[config.mk]
export PLATFORM = sky130hd
export DESIGN_NAME = qdsl_host
export DESIGN_NICKNAME = d
export VERILOG_FILES = /design/src/rtl/qdsl_pkg.sv /design/src/rtl/qdsl_host.sv
export SDC_FILE = /design/constraint.sdc
export NUM_CORES = 1
export LEC_CHECK = 0
export BUFFER_PORTS_ARGS = -buffer_cell sky130_fd_sc_hd__clkbuf_2
export CAP_MARGIN = 20
export CELL_PAD_IN_SITES_DETAIL_PLACEMENT = 1
export CELL_PAD_IN_SITES_GLOBAL_PLACEMENT = 1
export CORE_UTILIZATION = 44
export DETAILED_ROUTE_END_ITERATION = 16
export PLACE_DENSITY_LB_ADDON = 0.05
export SETUP_SLACK_MARGIN = 0.05
export SLEW_MARGIN = 20
export SYNTH_ARGS = -nofsm -noshare
export SYNTH_HDL_FRONTEND = slang
export SYNTH_SLANG_ARGS = --single-unit
[constraint.sdc]
create_clock -name clk -period 2.4 [get_ports clk]
set_input_delay 0 -clock clk [delete_from_list [all_inputs] [get_ports clk]]
set_output_delay 0 -clock clk [all_outputs]
set_load 0.005 [all_outputs]
[src/rtl/qdsl_pkg.sv]
package qdsl_pkg;

  // timing base
  localparam int CLK_PERIOD_PS = 4000;

  // least times at the converter pins, in ns
  localparam int T_DS_NS   = 25;
  localparam int T_DH_NS   = 20;
  localparam int T_CH_NS   = 30;
  localparam int T_CL_NS   = 50;
  localparam int T_CSS_NS  = 55;
  localparam int T_CSH_NS  = 15;
  localparam int T_LD1_NS  = 40;
  localparam int T_LD2_NS  = 15;
  localparam int T_LDRW_NS = 45;
  localparam int T_LDDW_NS = 45;
  localparam int T_RSSH_NS = 25;
  localparam int T_RSTW_NS = 70;

  // least time rounded up to whole cycles, never below one
  function automatic int qdsl_ns_to_cyc(input int ns);
    int c;
    c = (ns * 1000 + CLK_PERIOD_PS - 1) / CLK_PERIOD_PS;
    return (c < 1) ? 1 : c;
  endfunction : qdsl_ns_to_cyc

  function automatic int qdsl_max(input int a, input int b);
    return (a > b) ? a : b;
  endfunction : qdsl_max

  localparam int CYC_LOW   = qdsl_max(qdsl_ns_to_cyc(T_CL_NS), qdsl_ns_to_cyc(T_DS_NS));
  localparam int CYC_HIGH  = qdsl_max(qdsl_max(qdsl_ns_to_cyc(T_CH_NS),
                                               qdsl_ns_to_cyc(T_DH_NS)),
                                      qdsl_ns_to_cyc(T_LD2_NS));
  localparam int CYC_FIRST = qdsl_max(qdsl_ns_to_cyc(T_CSS_NS), CYC_LOW);
  localparam int CYC_CSH   = qdsl_ns_to_cyc(T_CSH_NS);
  localparam int CYC_LDRW  = qdsl_ns_to_cyc(T_LDRW_NS);
  localparam int CYC_LD1   = qdsl_ns_to_cyc(T_LD1_NS);
  localparam int CYC_LDDW  = qdsl_ns_to_cyc(T_LDDW_NS);
  localparam int CYC_RSSH  = qdsl_ns_to_cyc(T_RSSH_NS);
  localparam int CYC_RSTW  = qdsl_ns_to_cyc(T_RSTW_NS);

  // word layout
  localparam int WORD_BITS = 16;
  localparam int ADDR_BITS = 2;
  localparam int CODE_BITS = 12;
  localparam logic [1:0] PAD_BITS = 2'h0;
  localparam int BIT_CNT_W = 4;
  localparam logic [BIT_CNT_W-1:0] LAST_BIT_IDX = 4'hf;

  // wait counter reload values (state held count+1 cycles)
  localparam int CNT_W = 5;
  localparam logic [CNT_W-1:0] N_FIRST = CNT_W'(CYC_FIRST - 1);
  localparam logic [CNT_W-1:0] N_LOW   = CNT_W'(CYC_LOW - 1);
  localparam logic [CNT_W-1:0] N_HIGH  = CNT_W'(CYC_HIGH - 1);
  localparam logic [CNT_W-1:0] N_CSH   = CNT_W'(CYC_CSH - 1);
  localparam logic [CNT_W-1:0] N_LDRW  = CNT_W'(CYC_LDRW - 1);
  localparam logic [CNT_W-1:0] N_LD1   = CNT_W'(CYC_LD1 - 1);
  localparam logic [CNT_W-1:0] N_LDDW  = CNT_W'(CYC_LDDW - 1);
  localparam logic [CNT_W-1:0] N_RSSH  = CNT_W'(CYC_RSSH - 1);
  localparam logic [CNT_W-1:0] N_RSTW  = CNT_W'(CYC_RSTW - 1);

  typedef enum logic [1:0] {
    QDSL_OP_WRITE,
    QDSL_OP_UPDATE,
    QDSL_OP_RESET
  } qdsl_op_t;

  typedef enum logic [3:0] {
    ST_IDLE,
    ST_LOW,
    ST_HIGH,
    ST_CSH,
    ST_LDREG,
    ST_LD1,
    ST_LDDAC,
    ST_RSSH,
    ST_RST
  } qdsl_state_t;

endpackage : qdsl_pkg

[src/rtl/qdsl_host.sv]
`timescale 1ns/100ps

// Notes on behaviour
// - word is address, two pad, 12-bit code
// - address first, then pad, code MSB first
// - raise chip select only while clock high
// - load strobe high while shifting, pulse afterwards
// - select pin settles 25 ns before reset
// - keep chip select high when idle
module qdsl_host (
  input  wire logic                         clk,
  input  wire logic                         resetn,
  input  wire logic                         req_valid,
  input  wire qdsl_pkg::qdsl_op_t           req_op,
  input  wire logic [qdsl_pkg::ADDR_BITS-1:0] req_channel,
  input  wire logic [qdsl_pkg::CODE_BITS-1:0] req_code,
  input  wire logic                         req_reset_sel,
  output logic                              req_ready,
  output logic                              req_done,
  output logic                              dac_sclk,
  output logic                              dac_cs_n,
  output logic                              serial_data_in,
  output logic                              input_load_strobe_n,
  output logic                              dac_load_strobe_n,
  output logic                              dac_reset_n,
  output logic                              reset_code_select
);
  import qdsl_pkg::*;

  // sequencer state, wait count, bits left, outgoing word
  qdsl_state_t                state_reg, state_next;
  logic [CNT_W-1:0]           cnt_reg,   cnt_next;
  logic [BIT_CNT_W-1:0]       bit_reg,   bit_next;
  logic [WORD_BITS-1:0]       shift_reg, shift_next;

  // handshake and pin flops
  logic                       ready_reg, ready_next;
  logic                       done_reg,  done_next;
  logic                       sclk_reg,  sclk_next;
  logic                       cs_n_reg,  cs_n_next;
  logic                       sdi_reg,   sdi_next;
  logic                       ldreg_reg, ldreg_next;
  logic                       lddac_reg, lddac_next;
  logic                       rst_n_reg, rst_n_next;
  logic                       rsel_reg,  rsel_next;

  // a busy state waits its reload count plus one cycle,
  // then acts once; idle acts only on an accepted request
  always_comb begin
    state_next = state_reg;
    cnt_next   = cnt_reg;
    bit_next   = bit_reg;
    shift_next = shift_reg;
    ready_next = ready_reg;
    done_next  = 1'b0;
    sclk_next  = sclk_reg;
    cs_n_next  = cs_n_reg;
    sdi_next   = sdi_reg;
    ldreg_next = ldreg_reg;
    lddac_next = lddac_reg;
    rst_n_next = rst_n_reg;
    rsel_next  = rsel_reg;
    if (state_reg != ST_IDLE && cnt_reg != '0) begin
      cnt_next = cnt_reg - 1'b1;
    end else begin
      unique case (state_reg)
        ST_IDLE: begin
          // requests while busy are dropped, not queued
          if (req_valid && ready_reg) begin
            ready_next = 1'b0;
            unique case (req_op)
              QDSL_OP_WRITE: begin
                // address, pad, code, sent from the top bit down
                shift_next = {req_channel, PAD_BITS, req_code};
                sdi_next   = req_channel[ADDR_BITS-1];
                bit_next   = LAST_BIT_IDX;
                cs_n_next  = 1'b0;
                sclk_next  = 1'b0;
                cnt_next   = N_FIRST;
                state_next = ST_LOW;
              end
              QDSL_OP_UPDATE: begin
                lddac_next = 1'b0;
                cnt_next   = N_LDDW;
                state_next = ST_LDDAC;
              end
              default: begin
                // select pin settles before reset falls
                rsel_next  = req_reset_sel;
                cnt_next   = N_RSSH;
                state_next = ST_RSSH;
              end
            endcase
          end
        end
        ST_LOW: begin
          // rising edge shifts one bit into the device
          sclk_next  = 1'b1;
          cnt_next   = N_HIGH;
          state_next = ST_HIGH;
        end
        ST_HIGH: begin
          if (bit_reg == '0) begin
            // clock stays high so chip select rises without an edge
            cnt_next   = N_CSH;
            state_next = ST_CSH;
          end else begin
            // falling edge moves the next bit out
            sclk_next  = 1'b0;
            shift_next = {shift_reg[WORD_BITS-2:0], 1'b0};
            sdi_next   = shift_reg[WORD_BITS-2];
            bit_next   = bit_reg - 1'b1;
            cnt_next   = N_LOW;
            state_next = ST_LOW;
          end
        end
        ST_CSH: begin
          cs_n_next  = 1'b1;
          // exactly sixteen edges, so no extra bits to displace the word
          ldreg_next = 1'b0;
          cnt_next   = N_LDRW;
          state_next = ST_LDREG;
        end
        ST_LDREG: begin
          // clock may drop now, chip select high masks it
          sclk_next  = 1'b0;
          ldreg_next = 1'b1;
          cnt_next   = N_LD1;
          state_next = ST_LD1;
        end
        ST_LD1: begin
          // strobe high well ahead of the next first edge
          ready_next = 1'b1;
          done_next  = 1'b1;
          state_next = ST_IDLE;
        end
        ST_LDDAC: begin
          // all four outputs moved together on the strobe fall
          lddac_next = 1'b1;
          ready_next = 1'b1;
          done_next  = 1'b1;
          state_next = ST_IDLE;
        end
        ST_RSSH: begin
          // select has settled, pull reset low
          rst_n_next = 1'b0;
          cnt_next   = N_RSTW;
          state_next = ST_RST;
        end
        ST_RST: begin
          // holding registers keep the reset code
          rst_n_next = 1'b1;
          ready_next = 1'b1;
          done_next  = 1'b1;
          state_next = ST_IDLE;
        end
        default: begin
          // illegal code, recover to idle
          state_next = ST_IDLE;
          ready_next = 1'b1;
        end
      endcase
    end
  end

  // every output is one of these flops
  always_ff @(posedge clk or negedge resetn) begin
    if (!resetn) begin
      state_reg <= ST_IDLE;
      cnt_reg   <= '0;
      bit_reg   <= '0;
      shift_reg <= '0;
      ready_reg <= 1'b1;
      done_reg  <= 1'b0;
      sclk_reg  <= 1'b0;
      cs_n_reg  <= 1'b1;
      sdi_reg   <= 1'b0;
      ldreg_reg <= 1'b1;
      lddac_reg <= 1'b1;
      rst_n_reg <= 1'b1;
      rsel_reg  <= 1'b0;
    end else begin
      state_reg <= state_next;
      cnt_reg   <= cnt_next;
      bit_reg   <= bit_next;
      shift_reg <= shift_next;
      ready_reg <= ready_next;
      done_reg  <= done_next;
      sclk_reg  <= sclk_next;
      cs_n_reg  <= cs_n_next;
      sdi_reg   <= sdi_next;
      ldreg_reg <= ldreg_next;
      lddac_reg <= lddac_next;
      rst_n_reg <= rst_n_next;
      rsel_reg  <= rsel_next;
    end
  end

  // idle: chip select high, clock low, strobes high
  assign req_ready           = ready_reg;
  assign req_done            = done_reg;
  assign dac_sclk            = sclk_reg;
  assign dac_cs_n            = cs_n_reg;
  assign serial_data_in      = sdi_reg;
  assign input_load_strobe_n = ldreg_reg;
  assign dac_load_strobe_n   = lddac_reg;
  assign dac_reset_n         = rst_n_reg;
  assign reset_code_select   = rsel_reg;

endmodule : qdsl_host

# [After elaboration in Yosys (flattened, before gate mapping)]
# Index checks and enable logic that the tools add are counted.
[classes] n_mux=35 add_sub_neg=2 n_reduce_logical=27 n_bitwise=3 eq_ne=14
[op_table] operator="two-way mux 15 bit" n=3
[op_table] operator="case mux 15 bit (2 select lines)" n=1
[op_table] operator="case mux 5 bit (6 select lines)" n=1
[op_table] operator="case mux 4 bit (6 select lines)" n=1
[op_table] operator="two-way mux 4 bit" n=5
[op_table] operator="equality test 4 x 3 -> 1 bit (second input constant)" n=4
[op_table] operator="case mux 4 bit (2 select lines)" n=2
[op_table] operator="case mux 1 bit (2 select lines)" n=6
[op_table] operator="AND reduction 4 bit" n=3
[op_table] operator="two-way mux 1 bit" n=11
[op_table] operator="two-way mux 5 bit" n=2
[op_table] operator="AND reduction 5 bit" n=2
[op_table] operator="nonzero test 2 bit" n=5
[op_table] operator="equality test 4 x 2 -> 1 bit (second input constant)" n=2
[op_table] operator="zero test 4 bit" n=2
[op_table] operator="AND reduction 2 bit" n=4
[op_table] operator="nonzero test 4 bit" n=2
[op_table] operator="nonzero test 7 bit" n=1
[op_table] operator="case mux 3 bit (2 select lines)" n=1
[op_table] operator="nonzero test 5 bit" n=1
[op_table] operator="OR reduction 5 bit" n=1
[op_table] operator="subtractor 5 x 1 -> 5 bit (second input constant)" n=1
[op_table] operator="equality test 4 x 1 -> 1 bit (second input constant)" n=1
[op_table] operator="equality test 4 bit (second input constant)" n=1
[op_table] operator="other kinds (13)" n=18
[totals] input_bits=20 register_bits=37 out_inout_bits=9 wordCells=94

# [Longest topological paths before layout]
# Gate-level depths: netlist of run 1.
[depth] ltp_word=5 depth_mapped=8 mapped_depth_nobuf=7

# [Worst setup path before layout of run 1]
# Ideal clock, no wire load.
[synth_path] kind="register -> register" startpoint="register cnt_reg[0]" endpoint="register cnt_reg[0]" t_arrival_ns=1.768 path_stages_with_launch=8 required_ns=2.270 setup_ns=0.130 synth_period_minus_slack_ns=1.897 path_buffers=0 setup_slack_ns=0.503 path_cell_list="dfrtp_1 -> inv_1 -> ha_1 -> or4b_4 -> a2bb2oi_1 -> o21a_1 -> a221oi_2 -> a31oi_1"
[synth_via] elab_chain_len=4 elab_cells_between_ends=7 cone_classes="1 x add/sub; 1 x eq/ne; 1 x mux; 4 x reduce/logical"
[synth_lines] element="start: declaration" line_no="qdsl_host.sv:32" source="logic [CNT_W-1:0] cnt_reg, cnt_next;"
[synth_lines] element="start signal: assignment" line_no="qdsl_host.sv:184" source="cnt_reg <= cnt_next;"
[synth_lines] element="branches (longest 4 deep; another with subtractor 5 x 1 -> 5 bit)"
# Parallel ways; which one is timed is not known.
# A chain may end at the register's enable or synchronous reset.

# [Final worst setup path of run 1]
# Same ends and word-level chain as after synthesis.

==> results of run 1 <==
-- area by class of cell --
cell class,instances,area [µm²],share of cell area
sequential,37,932.1,0.3411
clock buffer,7,96.34,0.03526
multi-input combinational,184,1214,0.4441
clock inverter,1,5.005,0.001832
tap,67,83.83,0.03068
inverter,9,33.78,0.01236
timing repair buffer,52,367.9,0.1346
-- power groups by stage --
| stage | logic, mW | clock network [mW] | registers, mW |
|---|---|---|---|
| final | 0.370 | 0.485 | 0.712 |
| after CTS | 0.368 | 0.511 | 0.711 |
| after global routing | 0.411 | 0.536 | 0.719 |
| after floorplan | 0.262 | 0 | 0.702 |
| after detailed placement | 0.346 | 0 | 0.723 |
| after global placement | 0.343 | 0 | 0.722 |
-- worst max-delay path: stages (launching register included) --
cell,delay [ps]
dfrtp_1,420
inv_1,80
ha_1,250
or4b_4,620
a2bb2oi_1,180
o21a_1,250
a221oi_2,260
a31oi_1,70
-- per-layer routing --
metal | global-route usage | part of all wire | up-vias
met2 | 0.4313 | 0.52 | 34
met4 | 0.08974 | 0.018 | 0
met5 | 0 | 0 | -
li1 | - | - | 964
met1 | 0.2990 | 0.44 | 972
met3 | 0.04743 | 0.028 | 11
-- final timing paths --
path / endpoint / start / cells after the start
setup reg to reg: cnt_reg[0] / cnt_reg[0] / 7
setup / recovery: cnt_reg[0] / cnt_reg[0] / 7
hold reg to reg: dac_cs_n / dac_cs_n / 2
min in group asynchronous: dac_sclk / resetn / 2
max in group asynchronous: bit_reg[1] / resetn / 2
hold / removal: shift_reg[10] / req_code[10] / 3
-- cells in the final DEF (no fill, tap or decap), drive strengths merged, types with 3 or more instances in the layout --
cell	n
a31oi	7
nor2b	3
dfstp	5
mux2i	13
o21ai	33
a21oi	13
buf	10
nor2	15
nand2	38
dlygate4sd3	14
ha	3
inv	9
clkbuf	35
nand2b	4
nor3	8
nand3	7
dfrtp	32
o22ai	6
-- through the flow --
stage | instances | util | hold WS [ps] | area [µm²] | worst slack (ps)
after detailed placement | 335 | 0.5128 | 186.9 | 2486 | 186.3
final | 357 | 0.5636 | 14.97 | 2733 | 148.1
after CTS | 357 | 0.5626 | 3.059 | 2728 | 125.3
after floorplan | 246 | - | -295.6 | 2280 | 502.8
after global placement | 335 | 0.5128 | 190.4 | 2486 | 269.4
after global routing | 357 | 0.5636 | 29.74 | 2733 | 62.18
-- cells by family (layout without fill, tap and decap cells) --
group,Yosys count,in the layout,share of synthesized area
AO/OA/AOI/OAI,77,77,0.2415
XOR/XNOR,2,2,0.007685
adder cells (fa/ha/maj),3,3,0.01647
buffers and inverters,25,69,0.06640
flip-flops,37,37,0.4089
multiplexers,14,14,0.06202
AND/OR/NAND/NOR,88,88,0.1970
-- what timing repair did --
item,CTS,global route
hold endpoints to repair,45,0
gates resized for setup,0,1
hold buffers,14,0
setup endpoints to repair,0,14
==> impl_metrics.yaml, run 1 <==
sta:
  rsz0062_at_grt: "no"
  drv_slew: 0
  worst-slew-pin-transition_ps: 913.1
  skew_ps: 4.568
  maxSlewHeadroom: 0.3913
  hold_viol_final: 0
  finalSetupTns_ps: 0
  clock.fmax_mhz: 444.1
  setup_violations: 0
  finalCritPeriodShare: 0.9383
  fin_crit_ps: 2252
layout:
  syn_to_final_growth_pct: 19.87
  diodes: 0
  drive_above_1_share: 0.2828
  fin_nets: 312
  fillers: 561
  largest_register_ffs: 15
floorplan:
  pin_count: 29
  die_x_um: 73.98
  core_um2: 4848
  rows: 25
  die_y_um: 73.98
  initial_utilization: 0.4702
  dieArea_um2: 5473
synthesis:
  syn_inst: 246
  synth_top_area_frac: 0.3513
  synth_edf_count: 0
  yosys_warnings: 0
  ys_top_cells_by_area: "dfrtp_1, nand2_1, dfstp_2"
  avgSynthCellArea_um2: 9.267
  yosysTopAreaCell: "dfrtp_1"
  async_flop_share: 1.000
  synth_nets: 269
  synthTopCellsByCount: "nand2_1, dfrtp_1, o21ai_0, mux2i_1"
  ys_types: 51
  ys_seq_elements: 37
  yosys_most_used_dff: "dfrtp_1"
  yosysMostFrequentCell: "nand2_1"
  seq_area_frac_synth: 0.4089
  syn_area_um2: 2280
pwr:
  sw_frac_of_total: 0.3065
  p_total_mw: 1.567
  seqPwrFrac: 0.455
  power_switching_mw: 0.4801
  clkPwrFrac: 0.309
  power.density_nw_per_um2: 573.3
  leakagePower_nw: 1.199
  peakVddDrop_v: 0.0002639
  combPwrFrac: 0.236
  p_int_mw: 1.087
grt:
  grt_pass1_wl_um: 10070
  grt_pass1_vias: 2072
  grt_max_degree: 38
  grt_use_total: 0.2457
  antenna_found_initial: 0
  grt_overflow: 0
placed_design:
  io_buffers: 28
  dp.final_hpwl_um: 4034
  gp_congestion: 0.8269
run:
  drv_cap: 0
hold_path:
  min_path_type: "in -> reg"
worst_setup_path:
  startpoint_type: "flop"
  cp.arrival_ps: 2430
  required_ps: 2570
  worstSetupPathType: "reg -> reg"
  cp_max_fo: 13
  rrSetupSlack_ps: 150
  end_kind: "flop"
clock_network:
  cts_tree: "built"
  clock_sinks: 37
  clk_pin_slew_ps: 70
  numCtsBuffers: 5
  clock_path_buffers: 2
  htree_levels: 2
  cts_root_buf: "clkbuf_8"
  clk_latency_ps: 290
  cts_setup_buffers: 0
detailed_routing:
  firstDrtPassIters: 4
  drc: 0
  post_drt_wl_per_cell_um: 16.35
  drt_iter0_drc: 131
  viasPerCell: 5.549
  ant_nets: 0
  num_vias: 1981
  drt-total-wl_um: 5836
run_status:
  outcome: "finished, final reports clean"
(Power assumes the default switching activity.)
==> inputs of run 2 (changes only) <==
- PLACE_DENSITY: default -> 0.76
- PLACE_DENSITY_LB_ADDON: 0.05 -> default
==> impl_metrics.yaml, run 2 (same netlist as run 1, synthesis figures left out) <==
pwr:
  leakagePower_nw: 1.197
  p_total_mw: 1.519
  sw_frac_of_total: 0.3208
  peakVddDrop_v: 0.0002927
  power.density_nw_per_um2: 555.5
  p_int_mw: 1.032
  combPwrFrac: 0.248
  seqPwrFrac: 0.469
  clkPwrFrac: 0.283
  power_switching_mw: 0.4872
clock_network:
  clock_sinks: 37
  cts_tree: "built"
  htree_levels: 2
  cts_setup_buffers: 0
  clock_path_buffers: 2
  clk_pin_slew_ps: 80
  numCtsBuffers: 5
  clk_latency_ps: 290
  cts_root_buf: "clkbuf_8"
sta:
  holdWs_ps: 29.37
  skew_ps: 5.888
  maxSlewHeadroom: 0.3623
  setup_violations: 0
  clock.fmax_mhz: 445.7
  finalCritPeriodShare: 0.9348
  drv_slew: 0
  fin_crit_ps: 2243
  worst-slew-pin-transition_ps: 956.5
  hold_viol_final: 0
  finalSetupTns_ps: 0
  rsz0062_at_grt: "no"
layout:
  drive_above_1_share: 0.2857
  diodes: 0
  layout_common_cells: "nand2_1, dfrtp_1, clkbuf_2"
  syn_to_final_growth_pct: 19.92
  fin_nets: 316
  largest_register_ffs: 15
  postLayoutCoreUtil: 0.5639
  layout_commonest_cell: "nand2_1"
grt:
  grt_overflow: 0
  grt_use_total: 0.2525
  antenna_found_initial: 0
  grt_pass1_wl_um: 10370
  grt_max_degree: 38
  grt_pass1_vias: 2163
worst_setup_path:
  cp.arrival_ps: 2410
  critical-path-top-delay-family: "compound AO/OA/AOI/OAI gates"
  required_ps: 2570
  cp_slowest_cell: "or4b_4"
  cp_num_cells: 8
  worstSetupEndpoint: "cnt_reg[0]"
  end_kind: "flop"
  worstSetupPathType: "reg -> reg"
  r2r-start: "cnt_reg[0]"
  rrSetupSlack_ps: 160
  startpoint_type: "flop"
  path_cells: "inv_1, ha_2, or4b_4, buf_4, a2bb2oi_1, o21a_1, a221oi_2, a31oi_1"
  cp_max_fo: 7
  slowest_delay_ps: 530
  cp-startpoint: "cnt_reg[0]"
  reg2reg_depth: 8
  cp.buffers_inverters: 2
  r2r_end: "cnt_reg[0]"
run:
  drv_cap: 0
detailed_routing:
  wl_met1_um: 2692
  post_drt_wl_per_cell_um: 16.88
  drt_iter0_drc: 103
  dr_wl_met3_um: 178
  drc: 0
  num_vias: 2047
  firstDrtPassIters: 4
  ant_nets: 0
  viasPerCell: 5.670
  top_layer: "met4"
  drt-total-wl_um: 6094
  met2_wirelength_um: 3096
placed_design:
  io_buffers: 28
  dp.final_hpwl_um: 4214
  gp_congestion: 0.8279
floorplan:
  initial_utilization: 0.4702
  rows: 25
  pin_count: 29
  die_x_um: 73.98
  core_um2: 4848
  dieArea_um2: 5473
  die_y_um: 73.98
run_status:
  outcome: "finished, final reports clean"
hold_path:
  min_path_type: "in -> reg"
run 2: worst min-delay path by stage:
stage / start / to / slack (ps) / cells after the start
6_report: req_code[8] / shift_reg[8] / 30 / 3
5_1_grt: req_code[8] / shift_reg[8] / 30 / 3
4_1_cts: req_code[8] / shift_reg[8] / 20 / 3
3_5_place_dp: resetn / state_reg[0] / 200 / 1
3_3_place_gp: resetn / dac_sclk / 180 / 1
2_1_floorplan: resetn / bit_reg[0] / -300 / 0
run 2: worst reg2reg max path: cells and delay by family (launching register included):
| kind | cells | cell delay [ps] |
|---|---|---|
| buf+inv | 2 | 270 |
| simple gates | 1 | 530 |
| compound gates | 4 | 680 |
| flops | 1 | 420 |
| fa+ha+maj | 1 | 220 |
run 2: repair_timing:
action	in CTS	in global routing
hold buffers	16	0
gates resized for setup	0	1
endpoints found under the setup margin	0	8
endpoints found under the hold margin	47	0
run 2: power by group through the flow:
stage | logic (mW) | clock network (mW) | registers, mW
final | 0.377 | 0.429 | 0.713
after global routing | 0.412 | 0.467 | 0.720
after CTS | 0.375 | 0.444 | 0.712
after detailed placement | 0.351 | 0 | 0.724
after global placement | 0.343 | 0 | 0.722
after floorplan | 0.262 | 0 | 0.702
run 2: area by class of cell:
| type | instances | area [µm²] |
|---|---|---|
| Fill cell | 580 | 2115 |
| Multi-Input combinational cell | 184 | 1211 |
| Sequential cell | 37 | 932.1 |
| Timing Repair Buffer | 56 | 390.4 |
| Tap cell | 67 | 83.83 |
| Clock buffer | 6 | 72.57 |
| Inverter | 9 | 33.78 |
| Clock inverter | 2 | 10.01 |
run 2: through the flow:
stage | setup WS, ps | cells | area, µm²
global route | 47.28 | 361 | 2734
CTS | 151.8 | 361 | 2731
floorplan | 502.8 | 246 | 2280
finish | 156.5 | 361 | 2734
global placement | 234.0 | 337 | 2489
detailed placement | 170.9 | 337 | 2489
run 2: routing by layer:
metal | vias to the layer above | global-route usage
met5 | - | 0
met4 | 0 | 0.09402
met3 | 12 | 0.04201
met2 | 50 | 0.4444
met1 | 1009 | 0.3097
li1 | 976 | -
==> inputs of run 3 (changes only) <==
- CELL_PAD_IN_SITES_DETAIL_PLACEMENT: 1 -> 0
==> impl_metrics.yaml, run 3 (same netlist as run 1, synthesis figures left out) <==
run_status:
  outcome: "finished, final reports clean"
placed_design:
  dp.final_hpwl_um: 3538
  gp_congestion: 0.8279
  pre_cts_slack_ps: 202.8
  io_buffers: 28
clock_network:
  clock_sinks: 37
  cts_tree: "built"
  numCtsBuffers: 5
  htree_levels: 2
  clock_path_buffers: 2
  clk_pin_slew_ps: 80
  clk_latency_ps: 290
  cts-resized-gates: 0
  cts_root_buf: "clkbuf_8"
layout:
  largest_register_ffs: 15
  fin_nets: 317
  diodes: 0
  layout_common_cells: "nand2_1, dfrtp_1, clkbuf_2"
  drive_above_1_share: 0.2814
  postLayoutCoreUtil: 0.5724
  syn_to_final_growth_pct: 21.73
  layout_commonest_cell: "nand2_1"
grt:
  grt_use_total: 0.2079
  antenna_found_initial: 0
  grt_pass1_wl_um: 8680
  grt_overflow: 0
  grt_pass1_vias: 1907
  grt_max_degree: 38
detailed_routing:
  ant_nets: 0
  viasPerCell: 5.398
  drc: 0
  firstDrtPassIters: 4
  drt_iter0_drc: 84
  num_vias: 1954
  drt-total-wl_um: 5007
  post_drt_wl_per_cell_um: 13.83
pwr:
  power.density_nw_per_um2: 588.8
  peakVddDrop_v: 0.0002513
  combPwrFrac: 0.220
  p_int_mw: 1.169
  seqPwrFrac: 0.436
  power_switching_mw: 0.4653
  clkPwrFrac: 0.345
  sw_frac_of_total: 0.2848
  leakagePower_nw: 1.217
worst_setup_path:
  worstSetupPathType: "reg -> reg"
  cp.arrival_ps: 2390
  r2r_end: "cnt_reg[0]"
  required_ps: 2570
  r2r-start: "cnt_reg[0]"
  end_kind: "flop"
  rrSetupSlack_ps: 180
  cp_max_fo: 7
  reg2reg_depth: 8
  startpoint_type: "flop"
floorplan:
  dieArea_um2: 5473
  core_um2: 4848
  rows: 25
  initial_utilization: 0.4702
  die_y_um: 73.98
  pin_count: 29
  die_x_um: 73.98
sta:
  skew_ps: 8.086
  hold_viol_final: 0
  setup_slack_ps: 179.7
  finalCritPeriodShare: 0.9251
  maxSlewHeadroom: 0.4013
  worst-slew-pin-transition_ps: 898.0
  fin_crit_ps: 2220
  rsz0062_at_grt: "no"
  setup_violations: 0
  drv_slew: 0
  finalSetupTns_ps: 0
  clock.fmax_mhz: 450.4
hold_path:
  whs_path_depth: 3
  hold_start: "req_op[1]"
  hold_path_end: "reset_code_select"
  min_path_type: "in -> reg"
run:
  drv_cap: 0
## run 3: cell type report
cell class	count	area (µm²)
fillers	434	2073
multi-input cells	184	1209
flip-flops and latches	37	932.1
repair buffers	57	400.4
clock buffers	7	86.33
well taps	67	83.83
inverters	9	33.78
clock inverters	1	30.03
## run 3: worst max path at each step
stage	cells past startpoint	slack [ps]	end	start
after floorplan	7	500	cnt_reg[0]	cnt_reg[0]
after global placement	8	230	cnt_reg[0]	cnt_reg[0]
final	8	180	cnt_reg[0]	cnt_reg[0]
after CTS	8	190	cnt_reg[0]	cnt_reg[0]
after global routing	8	60	shift_reg[8]	cnt_reg[0]
after detailed placement	8	200	cnt_reg[0]	cnt_reg[0]
## run 3: repair_timing
action	in CTS	in global routing
setup endpoints to repair	0	0
hold buffers	17	0
buffers inserted	0	0
endpoints found under the hold margin	48	0
## run 3: metal layers
layer,up-vias,wire [µm],part of all wire,track usage
li1,978,-,-,-
met5,-,0,0,0
met4,0,72,0.014,0.06624
met2,43,2464,0.49,0.3505
met3,9,163,0.033,0.04472
met1,924,2307,0.46,0.2664
## run 3: power groups by stage
stage                     clock (mW)  combinational, mW  sequential (mW)
after floorplan                    0              0.262            0.702
after detailed placement           0              0.338            0.723
after CTS                      0.582              0.360            0.711
after global placement             0              0.343            0.722
final                          0.563              0.359            0.712
after global routing           0.601              0.401            0.719
## run 3: per-stage QoR
| stage | cell area [µm²] | std cells | hold WS, ps | power, mW |
|---|---|---|---|---|
| detailed placement | 2489 | 337 | 182.8 | 1.061 |
| CTS | 2775 | 362 | 133.0 | 1.653 |
| finish | 2775 | 362 | 143.5 | 1.634 |
| global placement | 2489 | 337 | 184.2 | 1.065 |
| global route | 2775 | 362 | 167.7 | 1.720 |
| floorplan | 2280 | 246 | -295.6 | 0.9636 |
## run 3: worst max-delay path: stages, from the launching register on
cell       delay [ps]
dfrtp_1           420
inv_1              70
ha_1              220
or4b_4            540
buf_4             190
a2bb2oi_1         150
o21a_1            230
a221oi_2          210
a31oi_1            60
